**config.mk**
```make
export PLATFORM = sky130hd
export DESIGN_NAME = rsq_top
export DESIGN_NICKNAME = d
export VERILOG_FILES = /design/src/hw/rsq_pkg.sv /design/src/hw/rsq_rate.sv /design/src/hw/rsq_cs.sv /design/src/hw/rsq_top.sv
export SDC_FILE = /design/constraint.sdc
export NUM_CORES = 1
export LEC_CHECK = 0
export BUFFER_PORTS_ARGS = -buffer_cell sky130_fd_sc_hd__buf_4
export CORE_MARGIN = 8
export CORE_UTILIZATION = 33
export DETAILED_ROUTE_END_ITERATION = 10
export HOLD_SLACK_MARGIN = 0.1
export PLACE_DENSITY_LB_ADDON = 0.25
export REMOVE_ABC_BUFFERS = 1
export SLEW_MARGIN = 20
export SYNTH_ARGS = -nofsm -noshare
export SYNTH_HDL_FRONTEND = slang
export SYNTH_HIERARCHICAL = 1
export SYNTH_SLANG_ARGS = --single-unit
```
**constraint.sdc**
```tcl
create_clock -name clk -period 6.12 [get_ports clk]
set_clock_uncertainty 0.2 [all_clocks]
set_input_delay 0.306 -clock clk [delete_from_list [all_inputs] [get_ports clk]]
set_output_delay 0.306 -clock clk [all_outputs]
set_load 0.05 [all_outputs]
```
**src/hw/rsq_pkg.sv**
```systemverilog
package rsq_pkg;
    // ************************************************************
    // register map (byte addresses)
    // ************************************************************
    localparam logic [7:0] A_MDM2 = 8'h00;
    localparam logic [7:0] A_PKT1 = 8'h04;
    localparam logic [7:0] A_AGC0 = 8'h08;
    localparam logic [7:0] A_AGC1 = 8'h0c;
    localparam logic [7:0] A_AGC2 = 8'h10;
    localparam logic [7:0] A_PINO = 8'h14;
    localparam logic [7:0] A_RSSI = 8'h18;
    localparam logic [7:0] A_PSTS = 8'h1c;
    localparam logic [7:0] A_ISTS = 8'h20;
    localparam logic [7:0] A_ICLR = 8'h24;
    localparam logic [7:0] A_IEN = 8'h28;

    // ************************************************************
    // field positions and reset values
    // ************************************************************
    localparam int APP_BIT = 2;
    localparam int REL_LSB = 4;
    localparam int LNA_LSB = 3;
    localparam int DVGA_LSB = 6;
    localparam int PS_CS = 6;
    localparam int PS_SYNC = 3;
    localparam logic [2:0] MDM2_RST = 3'h2;
    localparam logic [3:0] ABS_RST = 4'h0;
    localparam logic [7:0] AGC2_RST = 8'h03;
    localparam logic [5:0] PINO_RST = 6'h2e;
    localparam logic [1:0] RESP_OKAY = 2'h0;
    localparam logic [1:0] RESP_SLVERR = 2'h2;

    // ************************************************************
    // qualifier, rate and threshold constants
    // ************************************************************
    localparam logic [1:0] SM_NONE = 2'h0;
    localparam logic [1:0] SM_15_16 = 2'h1;
    localparam logic [1:0] SM_16_16 = 2'h2;
    localparam logic [4:0] TOL_16 = 5'h01;
    localparam logic [5:0] TOL_32 = 6'h02;
    localparam int RATE_DIV = 8;
    localparam int RATE_LOG2 = 3;
    localparam logic [5:0] CS_PIN_SEL = 6'h0e;
    localparam logic [3:0] ABS_DIS = 4'h8;
    localparam logic [2:0] MAGN_REF = 3'h7;
    localparam int MAGN_REF_DB = 42;
    localparam logic signed [9:0] THR_BASE = -10'sh021;
    localparam logic signed [9:0] LNA_STEP = 10'sh005;
    localparam logic signed [9:0] DVGA_STEP = 10'sh00c;
    localparam logic signed [9:0] MAGN_STEP = 10'sh004;
    localparam logic signed [9:0] HYST = 10'sh002;
    localparam logic signed [9:0] REL_6DB = 10'sh00c;
    localparam logic signed [9:0] REL_10DB = 10'sh014;
    localparam logic signed [9:0] REL_14DB = 10'sh01c;
    localparam int IRQ_W = 3;
endpackage

```
**src/hw/rsq_rate.sv**
```systemverilog
`timescale 1ns/1ps
module rsq_rate #(
    parameter int FLW = 2
) (
    input wire logic clk,
    input wire logic srst,
    input wire logic run,
    input wire logic filt_strobe,
    input wire logic [FLW-1:0] filt_len,
    output logic sample_en
);
    localparam int CW = rsq_pkg::RATE_LOG2 + (1 << FLW) - 1;

    logic [CW-1:0] cnt_r;
    logic [CW-1:0] last;

    if (FLW < 1 || FLW > 3) begin : g_chk
        $error("rsq_rate: FLW must be 1 to 3");
    end

    // filter samples arrive at twice the channel bandwidth
    assign last = CW'((rsq_pkg::RATE_DIV << filt_len) - 1);

    always_ff @(posedge clk) begin
        if (srst || !run) begin
            cnt_r <= '0;
            sample_en <= 1'b0;
        end else begin
            sample_en <= filt_strobe && (cnt_r == last);
            if (filt_strobe) begin
                cnt_r <= (cnt_r == last) ? '0 : cnt_r + 1'b1;
            end
        end
    end
endmodule

```
**src/hw/rsq_cs.sv**
```systemverilog
`timescale 1ns/1ps
module rsq_cs (
    input wire logic clk,
    input wire logic srst,
    input wire logic run,
    input wire logic sample_en,
    input wire logic valid,
    input wire logic [7:0] rssi,
    input wire logic [2:0] lna,
    input wire logic [1:0] dvga,
    input wire logic [2:0] magn,
    input wire logic [3:0] abs_off,
    input wire logic [1:0] rel_step,
    output logic cs
);
    logic signed [9:0] cur;
    logic signed [9:0] thr;
    logic signed [9:0] stp;
    logic signed [9:0] prv_r;
    logic abs_r;
    logic rel_r;
    logic abs_on;
    logic rel_on;

    assign cur = $signed({{2{rssi[7]}}, rssi});
    // offset counts in 1 dB, i.e. two half-dB units
    assign thr = 10'(rsq_pkg::THR_BASE
        + 10'(lna) * rsq_pkg::LNA_STEP
        + 10'(dvga) * rsq_pkg::DVGA_STEP
        + (10'(magn) - 10'(rsq_pkg::MAGN_REF)) * rsq_pkg::MAGN_STEP
        + {{5{abs_off[3]}}, abs_off, 1'b0});
    assign abs_on = abs_off != rsq_pkg::ABS_DIS;
    assign rel_on = rel_step != 2'h0;
    assign stp = (rel_step == 2'h1) ? rsq_pkg::REL_6DB :
                 (rel_step == 2'h2) ? rsq_pkg::REL_10DB :
                 rsq_pkg::REL_14DB;

    always_ff @(posedge clk) begin
        if (srst || !run) begin
            abs_r <= 1'b0;
            rel_r <= 1'b0;
            prv_r <= '0;
            cs <= 1'b0;
        end else begin
            if (sample_en) begin
                prv_r <= cur;
                if (valid) begin
                    if (cur > thr) begin
                        abs_r <= 1'b1;
                    end else if (cur < thr - rsq_pkg::HYST) begin
                        abs_r <= 1'b0;
                    end
                    if (cur - prv_r >= stp) begin
                        rel_r <= 1'b1;
                    end else if (prv_r - cur >= stp) begin
                        rel_r <= 1'b0;
                    end
                end
            end
            cs <= (abs_on && abs_r) || (rel_on && rel_r);
        end
    end
endmodule

```
**src/hw/rsq_top.sv**
```systemverilog
`timescale 1ns/1ps
// Summary of operation
// - mode 000 no sync, 001 15/16, 010 16/16, 011 30/32 bits
// - modes 100-111 repeat 000-011 and also need carrier sense
// - with sync enabled, no fifo writes or filtering before sync
// - rssi tracks in receive until sync, then holds until re-entry; modes 000 and 100 never hold
// - rssi is two's complement in half-dB steps
// - rssi sample rate is filter rate over 8 times 2^length
// - appended first status byte carries last packet rssi
// - absolute mode: cs above threshold, drops below, with hysteresis
// - relative mode: cs on rise by step, off on fall by step
// - gated modes search sync only while cs is asserted
// - cs on output pin for select code 14, and in status bit
// - absolute offset shifts threshold by up to 7 dB, 1 dB steps
// - absolute offset resets to 0 dB
// - threshold derives from lna, digital gain, offset, target
// - magnitude target 111 means 42 dB at demodulator
// - cs also feeds clear-channel and fast termination logic
// - relative step disabled or 6, 10, 14 dB
module rsq_top #(
    parameter int AW = 8,
    parameter logic [5:0] PIN_SEL_RST = rsq_pkg::PINO_RST
) (
    input wire logic clk,
    input wire logic srst,
    input wire logic [AW-1:0] s_axi_awaddr,
    input wire logic s_axi_awvalid,
    output logic s_axi_awready,
    input wire logic [31:0] s_axi_wdata,
    input wire logic [3:0] s_axi_wstrb,
    input wire logic s_axi_wvalid,
    output logic s_axi_wready,
    output logic [1:0] s_axi_bresp,
    output logic s_axi_bvalid,
    input wire logic s_axi_bready,
    input wire logic [AW-1:0] s_axi_araddr,
    input wire logic s_axi_arvalid,
    output logic s_axi_arready,
    output logic [31:0] s_axi_rdata,
    output logic [1:0] s_axi_rresp,
    output logic s_axi_rvalid,
    input wire logic s_axi_rready,
    input wire logic rx_mode,
    input wire logic filt_strobe,
    input wire logic [7:0] rssi_in,
    input wire logic bit_strobe,
    input wire logic [4:0] sync_err16,
    input wire logic [5:0] sync_err32,
    input wire logic [7:0] rx_byte,
    input wire logic rx_byte_valid,
    input wire logic packet_end,
    output logic sync_found,
    output logic filter_en,
    output logic fifo_wr_en,
    output logic [7:0] fifo_wr_data,
    output logic cs_cca,
    output logic cs_fast_term,
    output logic general_output_pin,
    output logic irq
);
    localparam int IW = rsq_pkg::IRQ_W;

    if (AW < 6 || AW > 32) begin : g_chk
        $error("rsq_top: AW must be 6 to 32");
    end

    // ************************************************************
    // decode helpers
    // ************************************************************
    function automatic logic is_addr(input logic [AW-1:0] a,
                                     input logic [7:0] off);
        return a == AW'(off);
    endfunction

    function automatic logic sync_hit(input logic [1:0] m,
                                      input logic stb,
                                      input logic [4:0] e16,
                                      input logic [5:0] e32);
        logic r;
        r = 1'b0;
        case (m)
            rsq_pkg::SM_NONE: r = 1'b1;
            rsq_pkg::SM_15_16: r = stb && (e16 <= rsq_pkg::TOL_16);
            rsq_pkg::SM_16_16: r = stb && (e16 == 5'h00);
            default: r = stb && (e32 <= rsq_pkg::TOL_32);
        endcase
        return r;
    endfunction

    // ************************************************************
    // configuration and state
    // ************************************************************
    logic [2:0] mdm2_r;
    logic app_en_r;
    logic [1:0] flen_r;
    logic [1:0] rel_r;
    logic [3:0] absoff_r;
    logic [2:0] lna_r;
    logic [1:0] dvga_r;
    logic [2:0] magn_r;
    logic [5:0] pin_sel_r;
    logic [IW-1:0] irq_en_r;
    logic [IW-1:0] irq_sts_r;
    logic [IW-1:0] irq_sts_nxt;
    logic [IW-1:0] irq_clr;
    logic [IW-1:0] irq_ev;
    logic [7:0] rssi_r;
    logic [7:0] rssi_last_r;
    logic rssi_valid_r;
    logic rssi_hold_r;
    logic hold_set;
    logic rx_d_r;
    logic app_pend_r;
    logic rx_entry;
    logic sample_en;
    logic cs_int;
    logic hit;
    logic sync_set;
    logic sync_clr;
    logic wr_go;
    logic wr_do;
    logic rd_go;
    logic wr_bad;
    logic [31:0] rd_mux;
    logic rd_bad;
    logic [7:0] wb;

    // ************************************************************
    // axi4-lite slave
    // ************************************************************
    assign wr_go = s_axi_awvalid && s_axi_wvalid && !s_axi_awready
        && !s_axi_bvalid;
    assign wr_do = s_axi_awready;
    assign rd_go = s_axi_arvalid && !s_axi_arready && !s_axi_rvalid;
    assign wb = s_axi_wdata[7:0];
    assign wr_bad = !(is_addr(s_axi_awaddr, rsq_pkg::A_MDM2)
        || is_addr(s_axi_awaddr, rsq_pkg::A_PKT1)
        || is_addr(s_axi_awaddr, rsq_pkg::A_AGC0)
        || is_addr(s_axi_awaddr, rsq_pkg::A_AGC1)
        || is_addr(s_axi_awaddr, rsq_pkg::A_AGC2)
        || is_addr(s_axi_awaddr, rsq_pkg::A_PINO)
        || is_addr(s_axi_awaddr, rsq_pkg::A_RSSI)
        || is_addr(s_axi_awaddr, rsq_pkg::A_PSTS)
        || is_addr(s_axi_awaddr, rsq_pkg::A_ISTS)
        || is_addr(s_axi_awaddr, rsq_pkg::A_ICLR)
        || is_addr(s_axi_awaddr, rsq_pkg::A_IEN));

    always_comb begin
        rd_mux = 32'h0000_0000;
        rd_bad = 1'b0;
        if (is_addr(s_axi_araddr, rsq_pkg::A_MDM2)) begin
            rd_mux[2:0] = mdm2_r;
        end else if (is_addr(s_axi_araddr, rsq_pkg::A_PKT1)) begin
            rd_mux[rsq_pkg::APP_BIT] = app_en_r;
        end else if (is_addr(s_axi_araddr, rsq_pkg::A_AGC0)) begin
            rd_mux[1:0] = flen_r;
        end else if (is_addr(s_axi_araddr, rsq_pkg::A_AGC1)) begin
            rd_mux[7:0] = {2'h0, rel_r, absoff_r};
        end else if (is_addr(s_axi_araddr, rsq_pkg::A_AGC2)) begin
            rd_mux[7:0] = {dvga_r, lna_r, magn_r};
        end else if (is_addr(s_axi_araddr, rsq_pkg::A_PINO)) begin
            rd_mux[5:0] = pin_sel_r;
        end else if (is_addr(s_axi_araddr, rsq_pkg::A_RSSI)) begin
            rd_mux[7:0] = rssi_r;
        end else if (is_addr(s_axi_araddr, rsq_pkg::A_PSTS)) begin
            rd_mux[rsq_pkg::PS_CS] = cs_cca;
            rd_mux[rsq_pkg::PS_SYNC] = sync_found;
            rd_mux[0] = general_output_pin;
        end else if (is_addr(s_axi_araddr, rsq_pkg::A_ISTS)) begin
            rd_mux[IW-1:0] = irq_sts_r;
        end else if (is_addr(s_axi_araddr, rsq_pkg::A_IEN)) begin
            rd_mux[IW-1:0] = irq_en_r;
        end else if (!is_addr(s_axi_araddr, rsq_pkg::A_ICLR)) begin
            rd_bad = 1'b1;
        end
    end

    always_ff @(posedge clk) begin
        if (srst) begin
            s_axi_awready <= 1'b0;
            s_axi_wready <= 1'b0;
            s_axi_bvalid <= 1'b0;
            s_axi_bresp <= rsq_pkg::RESP_OKAY;
        end else begin
            s_axi_awready <= wr_go;
            s_axi_wready <= wr_go;
            if (wr_do) begin
                s_axi_bvalid <= 1'b1;
                s_axi_bresp <= wr_bad ? rsq_pkg::RESP_SLVERR
                                      : rsq_pkg::RESP_OKAY;
            end else if (s_axi_bready) begin
                s_axi_bvalid <= 1'b0;
            end
        end
    end

    always_ff @(posedge clk) begin
        if (srst) begin
            s_axi_arready <= 1'b0;
            s_axi_rvalid <= 1'b0;
            s_axi_rdata <= 32'h0000_0000;
            s_axi_rresp <= rsq_pkg::RESP_OKAY;
        end else begin
            s_axi_arready <= rd_go;
            if (s_axi_arready) begin
                s_axi_rvalid <= 1'b1;
                s_axi_rdata <= rd_mux;
                s_axi_rresp <= rd_bad ? rsq_pkg::RESP_SLVERR
                                      : rsq_pkg::RESP_OKAY;
            end else if (s_axi_rready) begin
                s_axi_rvalid <= 1'b0;
            end
        end
    end

    // only byte lane 0 carries register bits
    always_ff @(posedge clk) begin
        if (srst) begin
            mdm2_r <= rsq_pkg::MDM2_RST;
            app_en_r <= 1'b0;
            flen_r <= 2'h0;
            rel_r <= 2'h0;
            absoff_r <= rsq_pkg::ABS_RST;
            {dvga_r, lna_r, magn_r} <= rsq_pkg::AGC2_RST;
            pin_sel_r <= PIN_SEL_RST;
            irq_en_r <= '0;
        end else if (wr_do && s_axi_wstrb[0]) begin
            if (is_addr(s_axi_awaddr, rsq_pkg::A_MDM2)) begin
                mdm2_r <= wb[2:0];
            end
            if (is_addr(s_axi_awaddr, rsq_pkg::A_PKT1)) begin
                app_en_r <= wb[rsq_pkg::APP_BIT];
            end
            if (is_addr(s_axi_awaddr, rsq_pkg::A_AGC0)) begin
                flen_r <= wb[1:0];
            end
            if (is_addr(s_axi_awaddr, rsq_pkg::A_AGC1)) begin
                rel_r <= wb[rsq_pkg::REL_LSB +: 2];
                absoff_r <= wb[3:0];
            end
            if (is_addr(s_axi_awaddr, rsq_pkg::A_AGC2)) begin
                dvga_r <= wb[rsq_pkg::DVGA_LSB +: 2];
                lna_r <= wb[rsq_pkg::LNA_LSB +: 3];
                magn_r <= wb[2:0];
            end
            if (is_addr(s_axi_awaddr, rsq_pkg::A_PINO)) begin
                pin_sel_r <= wb[5:0];
            end
            if (is_addr(s_axi_awaddr, rsq_pkg::A_IEN)) begin
                irq_en_r <= wb[IW-1:0];
            end
        end
    end

    // ************************************************************
    // rssi sampling and carrier sense
    // ************************************************************
    rsq_rate #(.FLW(2)) u_rate (
        .clk(clk),
        .srst(srst),
        .run(rx_mode),
        .filt_strobe(filt_strobe),
        .filt_len(flen_r),
        .sample_en(sample_en)
    );

    rsq_cs u_cs (
        .clk(clk),
        .srst(srst),
        .run(rx_mode),
        .sample_en(sample_en),
        .valid(rssi_valid_r),
        .rssi(rssi_in),
        .lna(lna_r),
        .dvga(dvga_r),
        .magn(magn_r),
        .abs_off(absoff_r),
        .rel_step(rel_r),
        .cs(cs_int)
    );

    assign rx_entry = rx_mode && !rx_d_r;

    always_ff @(posedge clk) begin
        if (srst) begin
            rx_d_r <= 1'b0;
            rssi_r <= 8'h00;
            rssi_last_r <= 8'h00;
            rssi_valid_r <= 1'b0;
            rssi_hold_r <= 1'b0;
        end else begin
            rx_d_r <= rx_mode;
            if (rx_entry) begin
                rssi_valid_r <= 1'b0;
            end else if (rx_mode && sample_en) begin
                rssi_valid_r <= 1'b1;
            end
            // freeze lasts past packet end, up to the next rx entry
            if (rx_entry) begin
                rssi_hold_r <= 1'b0;
            end else if (hold_set) begin
                rssi_hold_r <= 1'b1;
            end
            if (rx_mode && sample_en && !rssi_hold_r) begin
                rssi_r <= rssi_in;
            end
            if (rx_mode && sample_en) begin
                rssi_last_r <= rssi_in;
            end
        end
    end

    // ************************************************************
    // sync qualifier and fifo gating
    // ************************************************************
    assign hit = sync_hit(mdm2_r[1:0], bit_strobe, sync_err16, sync_err32);
    assign sync_clr = !rx_mode || rx_entry || packet_end;
    assign sync_set = !sync_clr && !sync_found && hit
        && (!mdm2_r[2] || cs_int);
    // modes without a sync search never freeze rssi
    assign hold_set = sync_set && (mdm2_r[1:0] != rsq_pkg::SM_NONE);

    always_ff @(posedge clk) begin
        if (srst) begin
            sync_found <= 1'b0;
            filter_en <= 1'b0;
            fifo_wr_en <= 1'b0;
            fifo_wr_data <= 8'h00;
            app_pend_r <= 1'b0;
        end else begin
            if (sync_clr) begin
                sync_found <= 1'b0;
            end else if (sync_set) begin
                sync_found <= 1'b1;
            end
            filter_en <= rx_mode && sync_found;
            fifo_wr_en <= rx_mode && ((rx_byte_valid && sync_found)
                || (app_pend_r && !rx_byte_valid));
            fifo_wr_data <= rx_byte_valid ? rx_byte : rssi_last_r;
            if (packet_end && app_en_r && rx_mode) begin
                app_pend_r <= 1'b1;
            end else if (!rx_byte_valid || !rx_mode) begin
                app_pend_r <= 1'b0;
            end
        end
    end

    // ************************************************************
    // carrier sense outputs and interrupts
    // ************************************************************
    assign irq_ev = {cs_cca && !cs_int, cs_int && !cs_cca, sync_set};
    assign irq_clr = (wr_do && s_axi_wstrb[0]
        && is_addr(s_axi_awaddr, rsq_pkg::A_ICLR)) ? wb[IW-1:0] : '0;
    // a new event wins over a clear in the same cycle
    assign irq_sts_nxt = (irq_sts_r & ~irq_clr) | irq_ev;

    always_ff @(posedge clk) begin
        if (srst) begin
            cs_cca <= 1'b0;
            cs_fast_term <= 1'b0;
            general_output_pin <= 1'b0;
            irq_sts_r <= '0;
            irq <= 1'b0;
        end else begin
            cs_cca <= cs_int;
            cs_fast_term <= cs_int;
            general_output_pin <= (pin_sel_r == rsq_pkg::CS_PIN_SEL)
                && cs_int;
            irq_sts_r <= irq_sts_nxt;
            irq <= |(irq_sts_r & irq_en_r);
        end
    end
endmodule

```
==> results.py, run 1 <==
metrics = {
    "status": {
        "status": "complete, no violations",
    },
    "synth": {
        "post-synth-top-count-cell": "sky130_fd_sc_hd__dfxtp_1",
        "synthesis.area_per_instance_sq_um": 8.805,
        "synth.area.top_cells": "sky130_fd_sc_hd__dfxtp_1 (30%), sky130_fd_sc_hd__ha_1 (13%), sky130_fd_sc_hd__mux2i_1 (8.7%), sky130_fd_sc_hd__inv_1 (4.0%), sky130_fd_sc_hd__nor2_1 (3.9%)",
        "seq_area_frac_synth_pct": 29.87,
        "async_reset_ff_share_pct": 0,
        "synth_largest_type_area_fraction_pct": 29.87,
        "synth.lib_cells_used.distinct": 76,
        "gate_count_post_synth": 746,
        "synth_warnings": 6,
        "yosysTopAreaCell": "sky130_fd_sc_hd__dfxtp_1",
        "ys.flop_type": "sky130_fd_sc_hd__dfxtp_1",
        "flip_flop_and_latch_count_after_synthesis": 98,
        "number_of_flops_mapped_to_enable_cells_by_yosys": 0,
        "synth_area_sq_um": 6569,
        "synth_top_cells_by_count": "sky130_fd_sc_hd__dfxtp_1 (98), sky130_fd_sc_hd__inv_1 (70), sky130_fd_sc_hd__nor2_1 (68)",
    },
    "placement": {
        "routabilityCongestion": 0.8157,
        "io_buffer_count": 93,
        "post-dp-hpwl_um": 13010,
    },
    "clock_network": {
        "cts_max_level": 3,
        "cts_repair_resize_count": 0,
        "tritoncts": "built",
        "path_clk_slew_ns": 0.07,
        "cts_hold_repair.buffers": 34,
        "clkLatencyLatePin_ns": 0.36,
        "clock_buffers_created_by_tritoncts": 9,
        "post_cts_buffers": 0,
        "cts_max_path_buffers": 2,
        "numClockSinks": 98,
        "root_buffer": "sky130_fd_sc_hd__clkbuf_16",
    },
    "pwr": {
        "power_density_nw_per_um2": 175.2,
        "p_int_mw": 1.011,
        "ir_worst_vdd_uv": 127.9,
        "power.clock.fraction_pct": 38.1,
        "netSwitchingPower_mw": 0.3877,
        "combPwrFrac_pct": 15.6,
        "power_frac_seq_pct": 46.4,
        "power.switching_fraction_pct": 27.72,
        "power.leakage_nw": 3.490,
    },
    "timing": {
        "rsz0062_at_grt": "no",
        "hold_slack_ns": 0.1191,
        "fin_crit_sh_pct": 85.68,
        "fin_crit_ns": 5.244,
        "report.final.hold_viol_count": 0,
        "timing_max_transition_violations_final": 0,
        "timing.setup.tns_ns": 0,
        "final-setup-viol-count": 0,
        "timing.slew.headroom_pct": 48.71,
        "max_slew.worst_pin.slew_ns": 0.7694,
        "max_clock_freq_mhz": 190.7,
    },
    "setup_path": {
        "worst-endpoint-arrival_ns": 5.28,
        "critPathLaunchType": "flop",
        "worstSetupPathType": "reg -> reg",
        "worst_ep_required_time_ns": 6.16,
        "cp_max_fo": 5,
        "endpoint_kind": "flop",
        "reg2reg_depth": 20,
    },
    "die": {
        "die-height_um": 157.1,
        "io_pins": 147,
        "core_region_area_sq_um": 19530,
        "fp.dieArea_sq_um": 24680,
        "row_count": 51,
        "initial_core_util_pct": 33.64,
        "chipWidth_um": 157.1,
    },
    "routing": {
        "firstDrtPassIters": 5,
        "routedWlPerCell_um": 15.11,
        "number_of_design_rule_violations_left_after_detail_routing": 0,
        "routed_wire_length_um": 17000,
        "initialDrtViolationCount": 258,
        "route.antenna.remaining_nets": 0,
        "post_drt_via_cell_ratio": 4.720,
        "num_vias": 5310,
    },
    "grt": {
        "gr-usage-all-layers_pct": 13.78,
        "vias_in_the_first_global_route": 5246,
        "initial_antenna_violation_count": 0,
        "pin_count_of_the_biggest_net_entering_global_routing": 72,
        "globalRoute.totalOverflow": 0,
        "grt_pass1_wl_um": 27070,
    },
    "final_layout": {
        "area.growth.synth_to_final_pct": 21.56,
        "filler_cell_count": 2044,
        "drive_above_1_share_pct": 14.65,
        "antenna_cells_inserted": 0,
        "finished_core_util_pct": 40.89,
        "finalNetCount": 1024,
    },
    "hold_path": {
        "type_of_the_most_critical_hold_path": "in -> reg",
        "number_of_stages_on_the_worst_hold_path": 4,
    },
    "flow_run": {
        "drv_cap": 0,
    },
}
==> power groups by stage <==
stage | sequential (mW) | clock [mW] | combinational [mW]
final | 0.648 | 0.533 | 0.218
after global routing | 0.649 | 0.567 | 0.236
after CTS | 0.648 | 0.549 | 0.218
after detailed placement | 0.663 | 0 | 0.201
after global placement | 0.663 | 0 | 0.200
after floorplan | 0.681 | 0 | 0.0977
==> cell families after synthesis <==
family | Yosys count | synth area share [%]
and+or+nand+nor | 240 | 19.22
AOI/OAI and AO/OA | 125 | 14.02
buffers and inverters | 124 | 8.933
DFF | 98 | 29.87
adders and majority gates | 77 | 15.81
muxes | 58 | 9.029
xor gates and xnor gates | 23 | 3.067
other | 1 | 0.05709
==> cells in the final DEF, fill, tap and decap left out, types with 7 or more instances in the layout <==
cell / count
sky130_fd_sc_hd__a21oi_1: 39
sky130_fd_sc_hd__buf_4: 94
sky130_fd_sc_hd__clkbuf_16: 9
sky130_fd_sc_hd__conb_1: 26
sky130_fd_sc_hd__dfxtp_1: 98
sky130_fd_sc_hd__dlygate4sd3_1: 34
sky130_fd_sc_hd__fa_1: 10
sky130_fd_sc_hd__ha_1: 67
sky130_fd_sc_hd__inv_1: 70
sky130_fd_sc_hd__mux2i_1: 57
sky130_fd_sc_hd__nand2_1: 62
sky130_fd_sc_hd__nand2b_1: 15
sky130_fd_sc_hd__nand3_1: 10
sky130_fd_sc_hd__nand4_1: 9
sky130_fd_sc_hd__nor2_1: 68
sky130_fd_sc_hd__nor2b_1: 12
sky130_fd_sc_hd__nor3_1: 15
sky130_fd_sc_hd__nor4_1: 8
sky130_fd_sc_hd__o211ai_1: 8
sky130_fd_sc_hd__o21a_1: 7
sky130_fd_sc_hd__o21ai_0: 14
sky130_fd_sc_hd__xnor2_1: 14
sky130_fd_sc_hd__xor2_1: 9
==> per-stage QoR <==
stage | instances | instance area, sq um | worst slack, ns | power (mW)
2_1_floorplan | 717 | 6339 | 1.221 | 0.7787
3_3_place_gp | 1076 | 7376 | 0.8813 | 0.8634
3_5_place_dp | 1076 | 7376 | 0.8540 | 0.8639
4_1_cts | 1125 | 7985 | 0.8228 | 1.416
5_1_grt | 1125 | 7985 | 0.5150 | 1.453
6_report | 1125 | 7985 | 0.8765 | 1.399
==> per-layer routing <==
metal	track usage [%]	routed length, um	up-vias	share of wire [%]
met5	0	0	-	0
met4	3.309	88	0	0.52
met3	3.098	742	6	4.4
met2	22.27	8119	86	48
met1	18.27	8045	2454	47
li1	-	-	2764	-
==> path summary, 6_finish.rpt <==
check / startpoint / endpoint / slack [ns]
max: lna_r[0] / u_cs/abs_r / 0.88
min: s_axi_araddr[7] / s_axi_rdata[2] / 0.12
max reg2reg: lna_r[0] / u_cs/abs_r / 0.88
min reg2reg: rssi_last_r[2] / rssi_last_r[2] / 0.25
==> cell type report <==
cell class	count	area (sq um)	share of cell area [%]
Sequential cell	98	1962	24.57
Multi-Input combinational cell	549	4114	51.52
Timing Repair Buffer	128	1046	13.10
Clock inverter	4	26.28	0.3291
Clock buffer	11	242.7	3.040
Inverter	70	262.8	3.291
Tap cell	265	331.6	4.152
==> worst max-delay path, cell delays in order (launching register included) <==
cell	delay (ns)
sky130_fd_sc_hd__dfxtp_1	0.39
sky130_fd_sc_hd__ha_1	0.24
sky130_fd_sc_hd__ha_1	0.18
sky130_fd_sc_hd__ha_1	0.27
sky130_fd_sc_hd__inv_1	0.04
sky130_fd_sc_hd__ha_1	0.26
sky130_fd_sc_hd__inv_1	0.05
sky130_fd_sc_hd__fa_1	0.53
sky130_fd_sc_hd__inv_1	0.05
sky130_fd_sc_hd__fa_1	0.52
sky130_fd_sc_hd__inv_1	0.07
sky130_fd_sc_hd__ha_1	0.29
sky130_fd_sc_hd__a21o_1	0.17
sky130_fd_sc_hd__a21oi_1	0.28
sky130_fd_sc_hd__nor4_1	0.13
sky130_fd_sc_hd__a2111oi_4	0.40
sky130_fd_sc_hd__nand3_1	0.15
sky130_fd_sc_hd__xnor2_1	0.16
sky130_fd_sc_hd__ha_1	0.30
sky130_fd_sc_hd__o311ai_0	0.34
sky130_fd_sc_hd__o22ai_1	0.11
==> registers in the layout (all words and copies together) (netlist names), 3 cells and up <==
name / flops
irq_en_r: 3
s_axi_rdata: 8
pin_sel_r: 6
irq_sts_r: 3
u_cs/prv_r: 8
magn_r: 3
absoff_r: 4
lna_r: 3
rssi_last_r: 8
rssi_r: 8
u_rate/cnt_r: 6
fifo_wr_data: 8
mdm2_r: 3
(Power assumes the default switching activity.)
==> run 2: changes to the inputs <==
--- a/config.mk
+++ b/config.mk
@@ -5,6 +5,7 @@
 export SDC_FILE = /design/constraint.sdc
 export NUM_CORES = 1
 export LEC_CHECK = 0
+export ABC_AREA = 1
 export BUFFER_PORTS_ARGS = -buffer_cell sky130_fd_sc_hd__buf_4
 export CORE_MARGIN = 8
 export CORE_UTILIZATION = 33
==> run 2 against run 1 <==
Die area grew 3.3%. Fmax shrank 0.98%. Largest cell class unchanged. Register-to-register slack lost 0.05 ns. Combinational power grew 8%. Via count grew 17%. Core utilization grew 0.44 points. Critical endpoint unchanged. Clock-buffer cell count shrank 2. Synthesized cell count grew 29%. Sequential power is essentially flat. Non-clock buffer count grew 6.
==> results.py, run 2 <==
metrics = {
    "clock_network": {
        "cts_max_path_buffers": 2,
        "clock_buffers_created_by_tritoncts": 9,
        "numClockSinks": 98,
        "clkLatencyLatePin_ns": 0.36,
        "tritoncts": "built",
        "cts_max_level": 3,
        "cts_repair_resize_count": 0,
        "path_clk_slew_ns": 0.07,
        "root_buffer": "sky130_fd_sc_hd__clkbuf_16",
    },
    "setup_path": {
        "critical_path.reg2reg.startpoint": "lna_r[0]",
        "r2r_slack_ns": 0.82,
        "endpoint_kind": "flop",
        "reg2reg_depth": 28,
        "critPathLaunchType": "flop",
        "timing.critical_path.buf_inv": 5,
        "worst_r2r_endpoint": "u_cs/abs_r",
        "cp_max_fo": 5,
        "worstSetupPathType": "reg -> reg",
        "crit_family": "adder cells",
        "path_depth": 28,
        "worst-endpoint-arrival_ns": 5.38,
        "max_stage_delay_ns": 0.53,
        "worst_path_max_delay_cell": "sky130_fd_sc_hd__fa_1",
        "worst_ep_required_time_ns": 6.20,
        "timing.critical_path.from": "lna_r[0]",
        "timing.critical_path.to": "u_cs/abs_r",
    },
    "placement": {
        "routabilityCongestion": 0.8869,
        "io_buffer_count": 93,
        "place_area_sq_um": 7647,
        "post-dp-hpwl_um": 14200,
    },
    "final_layout": {
        "most_frequent_cells_in_the_layout": "sky130_fd_sc_hd__nand2_1 (183), sky130_fd_sc_hd__nor2_1 (135), sky130_fd_sc_hd__inv_1 (134)",
        "finalNetCount": 1251,
        "multi_input_comb_area_sq_um": 4090,
        "antenna_cells_inserted": 0,
        "finished_core_util_pct": 41.33,
        "area.growth.synth_to_final_pct": 22.82,
        "mostFrequentLayoutCell": "sky130_fd_sc_hd__nand2_1",
        "filler_cell_count": 2134,
        "drive_above_1_share_pct": 15.17,
        "area.sequential_sq_um": 1962,
        "post-route-cell-area_sq_um": 8363,
    },
    "die": {
        "fp.dieArea_sq_um": 25490,
        "core_region_area_sq_um": 20230,
        "row_count": 52,
        "io_pins": 147,
        "chipWidth_um": 159.6,
        "die-height_um": 159.6,
        "initial_core_util_pct": 33.65,
    },
    "routing": {
        "number_of_design_rule_violations_left_after_detail_routing": 0,
        "num_vias": 6210,
        "initialDrtViolationCount": 308,
        "routed_wire_length_um": 18220,
        "routedWlPerCell_um": 13.42,
        "route.antenna.remaining_nets": 0,
        "firstDrtPassIters": 7,
        "post_drt_via_cell_ratio": 4.573,
    },
    "grt": {
        "globalRoute.totalOverflow": 0,
        "pin_count_of_the_biggest_net_entering_global_routing": 32,
        "initial_antenna_violation_count": 0,
        "gr-usage-all-layers_pct": 14.22,
        "vias_in_the_first_global_route": 5971,
        "grt_pass1_wl_um": 29900,
    },
    "synth": {
        "synth_top_cells_by_count": "sky130_fd_sc_hd__nand2_1 (183), sky130_fd_sc_hd__nor2_1 (135), sky130_fd_sc_hd__inv_1 (134)",
        "async_reset_ff_share_pct": 0,
        "seq_area_frac_synth_pct": 28.81,
        "post-synth-top-count-cell": "sky130_fd_sc_hd__nand2_1",
        "yosysTopAreaCell": "sky130_fd_sc_hd__dfxtp_1",
        "synth_largest_type_area_fraction_pct": 28.81,
        "gate_count_post_synth": 960,
        "synth_area_sq_um": 6809,
        "synth_warnings": 6,
        "synthesis.area_per_instance_sq_um": 7.093,
        "synth.lib_cells_used.distinct": 50,
        "flip_flop_and_latch_count_after_synthesis": 98,
        "ys.flop_type": "sky130_fd_sc_hd__dfxtp_1",
        "synth.area.top_cells": "sky130_fd_sc_hd__dfxtp_1 (29%), sky130_fd_sc_hd__ha_1 (12%), sky130_fd_sc_hd__nand2_1 (10%), sky130_fd_sc_hd__nor2_1 (7.4%), sky130_fd_sc_hd__inv_1 (7.4%)",
        "number_of_flops_mapped_to_enable_cells_by_yosys": 0,
    },
    "pwr": {
        "power.leakage_nw": 3.918,
        "report.power.total_mw": 1.486,
        "power_density_nw_per_um2": 177.6,
        "ir_worst_vdd_uv": 121.7,
    },
    "status": {
        "status": "complete, no violations",
    },
    "timing": {
        "max_slew.worst_pin.slew_ns": 0.7067,
        "final-setup-viol-count": 0,
        "rsz0062_at_grt": "no",
        "max_clock_freq_mhz": 188.8,
        "timing.setup.tns_ns": 0,
        "timing.slew.headroom_pct": 52.82,
        "report.final.hold_viol_count": 0,
        "timing_max_transition_violations_final": 0,
        "fin_crit_sh_pct": 86.53,
        "fin_crit_ns": 5.296,
    },
    "hold_path": {
        "type_of_the_most_critical_hold_path": "in -> reg",
    },
    "flow_run": {
        "drv_cap": 0,
    },
}
## run 2: repair_timing
| item | CTS | global route |
|---|---|---|
| endpoints found under the hold margin | 46 | 0 |
| setup endpoints to repair | 0 | 0 |
| setup buffers | 0 | 0 |
| hold buffers | 40 | 0 |
## run 2: worst min path at each step
stage / startpoint / to / slack (ns) / depth (start not counted)
global route: rssi_in[7] / u_cs/prv_r[7] / 0.13 / 3
detailed placement: s_axi_bvalid / s_axi_wready / 0.24 / 1
global placement: app_pend_r / app_pend_r / 0.24 / 2
finish: rssi_in[7] / u_cs/prv_r[7] / 0.12 / 3
CTS: rssi_in[7] / u_cs/prv_r[7] / 0.11 / 3
floorplan: srst / irq_sts_r[0] / 0.18 / 1
## run 2: area by class of cell
cell class,count,area share [%]
timing repair buffer,134,13.23
clock buffer,9,2.693
clock inverter,7,1.077
tap,270,4.039
multi-input combinational,693,48.91
sequential,98,23.46
inverter,147,6.598
## run 2: metrics by stage
stage                     worst slack (ns)  instances  hold WS, ns
final                               0.8244       1358       0.1178
after detailed placement            0.7874       1302       0.2445
after global routing                0.4360       1358       0.1275
after global placement              0.9310       1302       0.2367
after floorplan                      1.266        938       0.1751
after CTS                           0.7890       1358       0.1102
## run 2: kinds of logic (layout without fill, tap and decap cells)
logic type	Yosys count	in the layout	share of synthesized area [%]
other cells	1	26	0.05507
buf+inv	194	297	12.50
xor+xnor	19	19	3.051
flops	98	98	28.81
fa+ha+maj	77	77	15.25
compound gates	155	155	13.10
simple gates	416	416	27.23
## run 2: report_power, final
| group | internal [mW] | leakage, nW | switching, mW |
|---|---|---|---|
| Clock | 0.325 | 0.147 | 0.276 |
| Combinational | 0.0828 | 2.98 | 0.152 |
| Sequential | 0.644 | 0.793 | 0.00511 |
## run 2: worst min-delay path, cell delays in order
cell and delay, ns:
sky130_fd_sc_hd__buf_4 0.16, sky130_fd_sc_hd__inv_1 0.09, sky130_fd_sc_hd__a211oi_1 0.07
## run 2: layer usage
| layer | global-route usage (%) | vias up | wire length (um) |
|---|---|---|---|
| met5 | 0 | - | 0 |
| met4 | 2.573 | 0 | 170 |
| met3 | 4.216 | 12 | 988 |
| met2 | 23.37 | 134 | 8463 |
| met1 | 18.23 | 2801 | 8596 |
| li1 | - | 3263 | - |
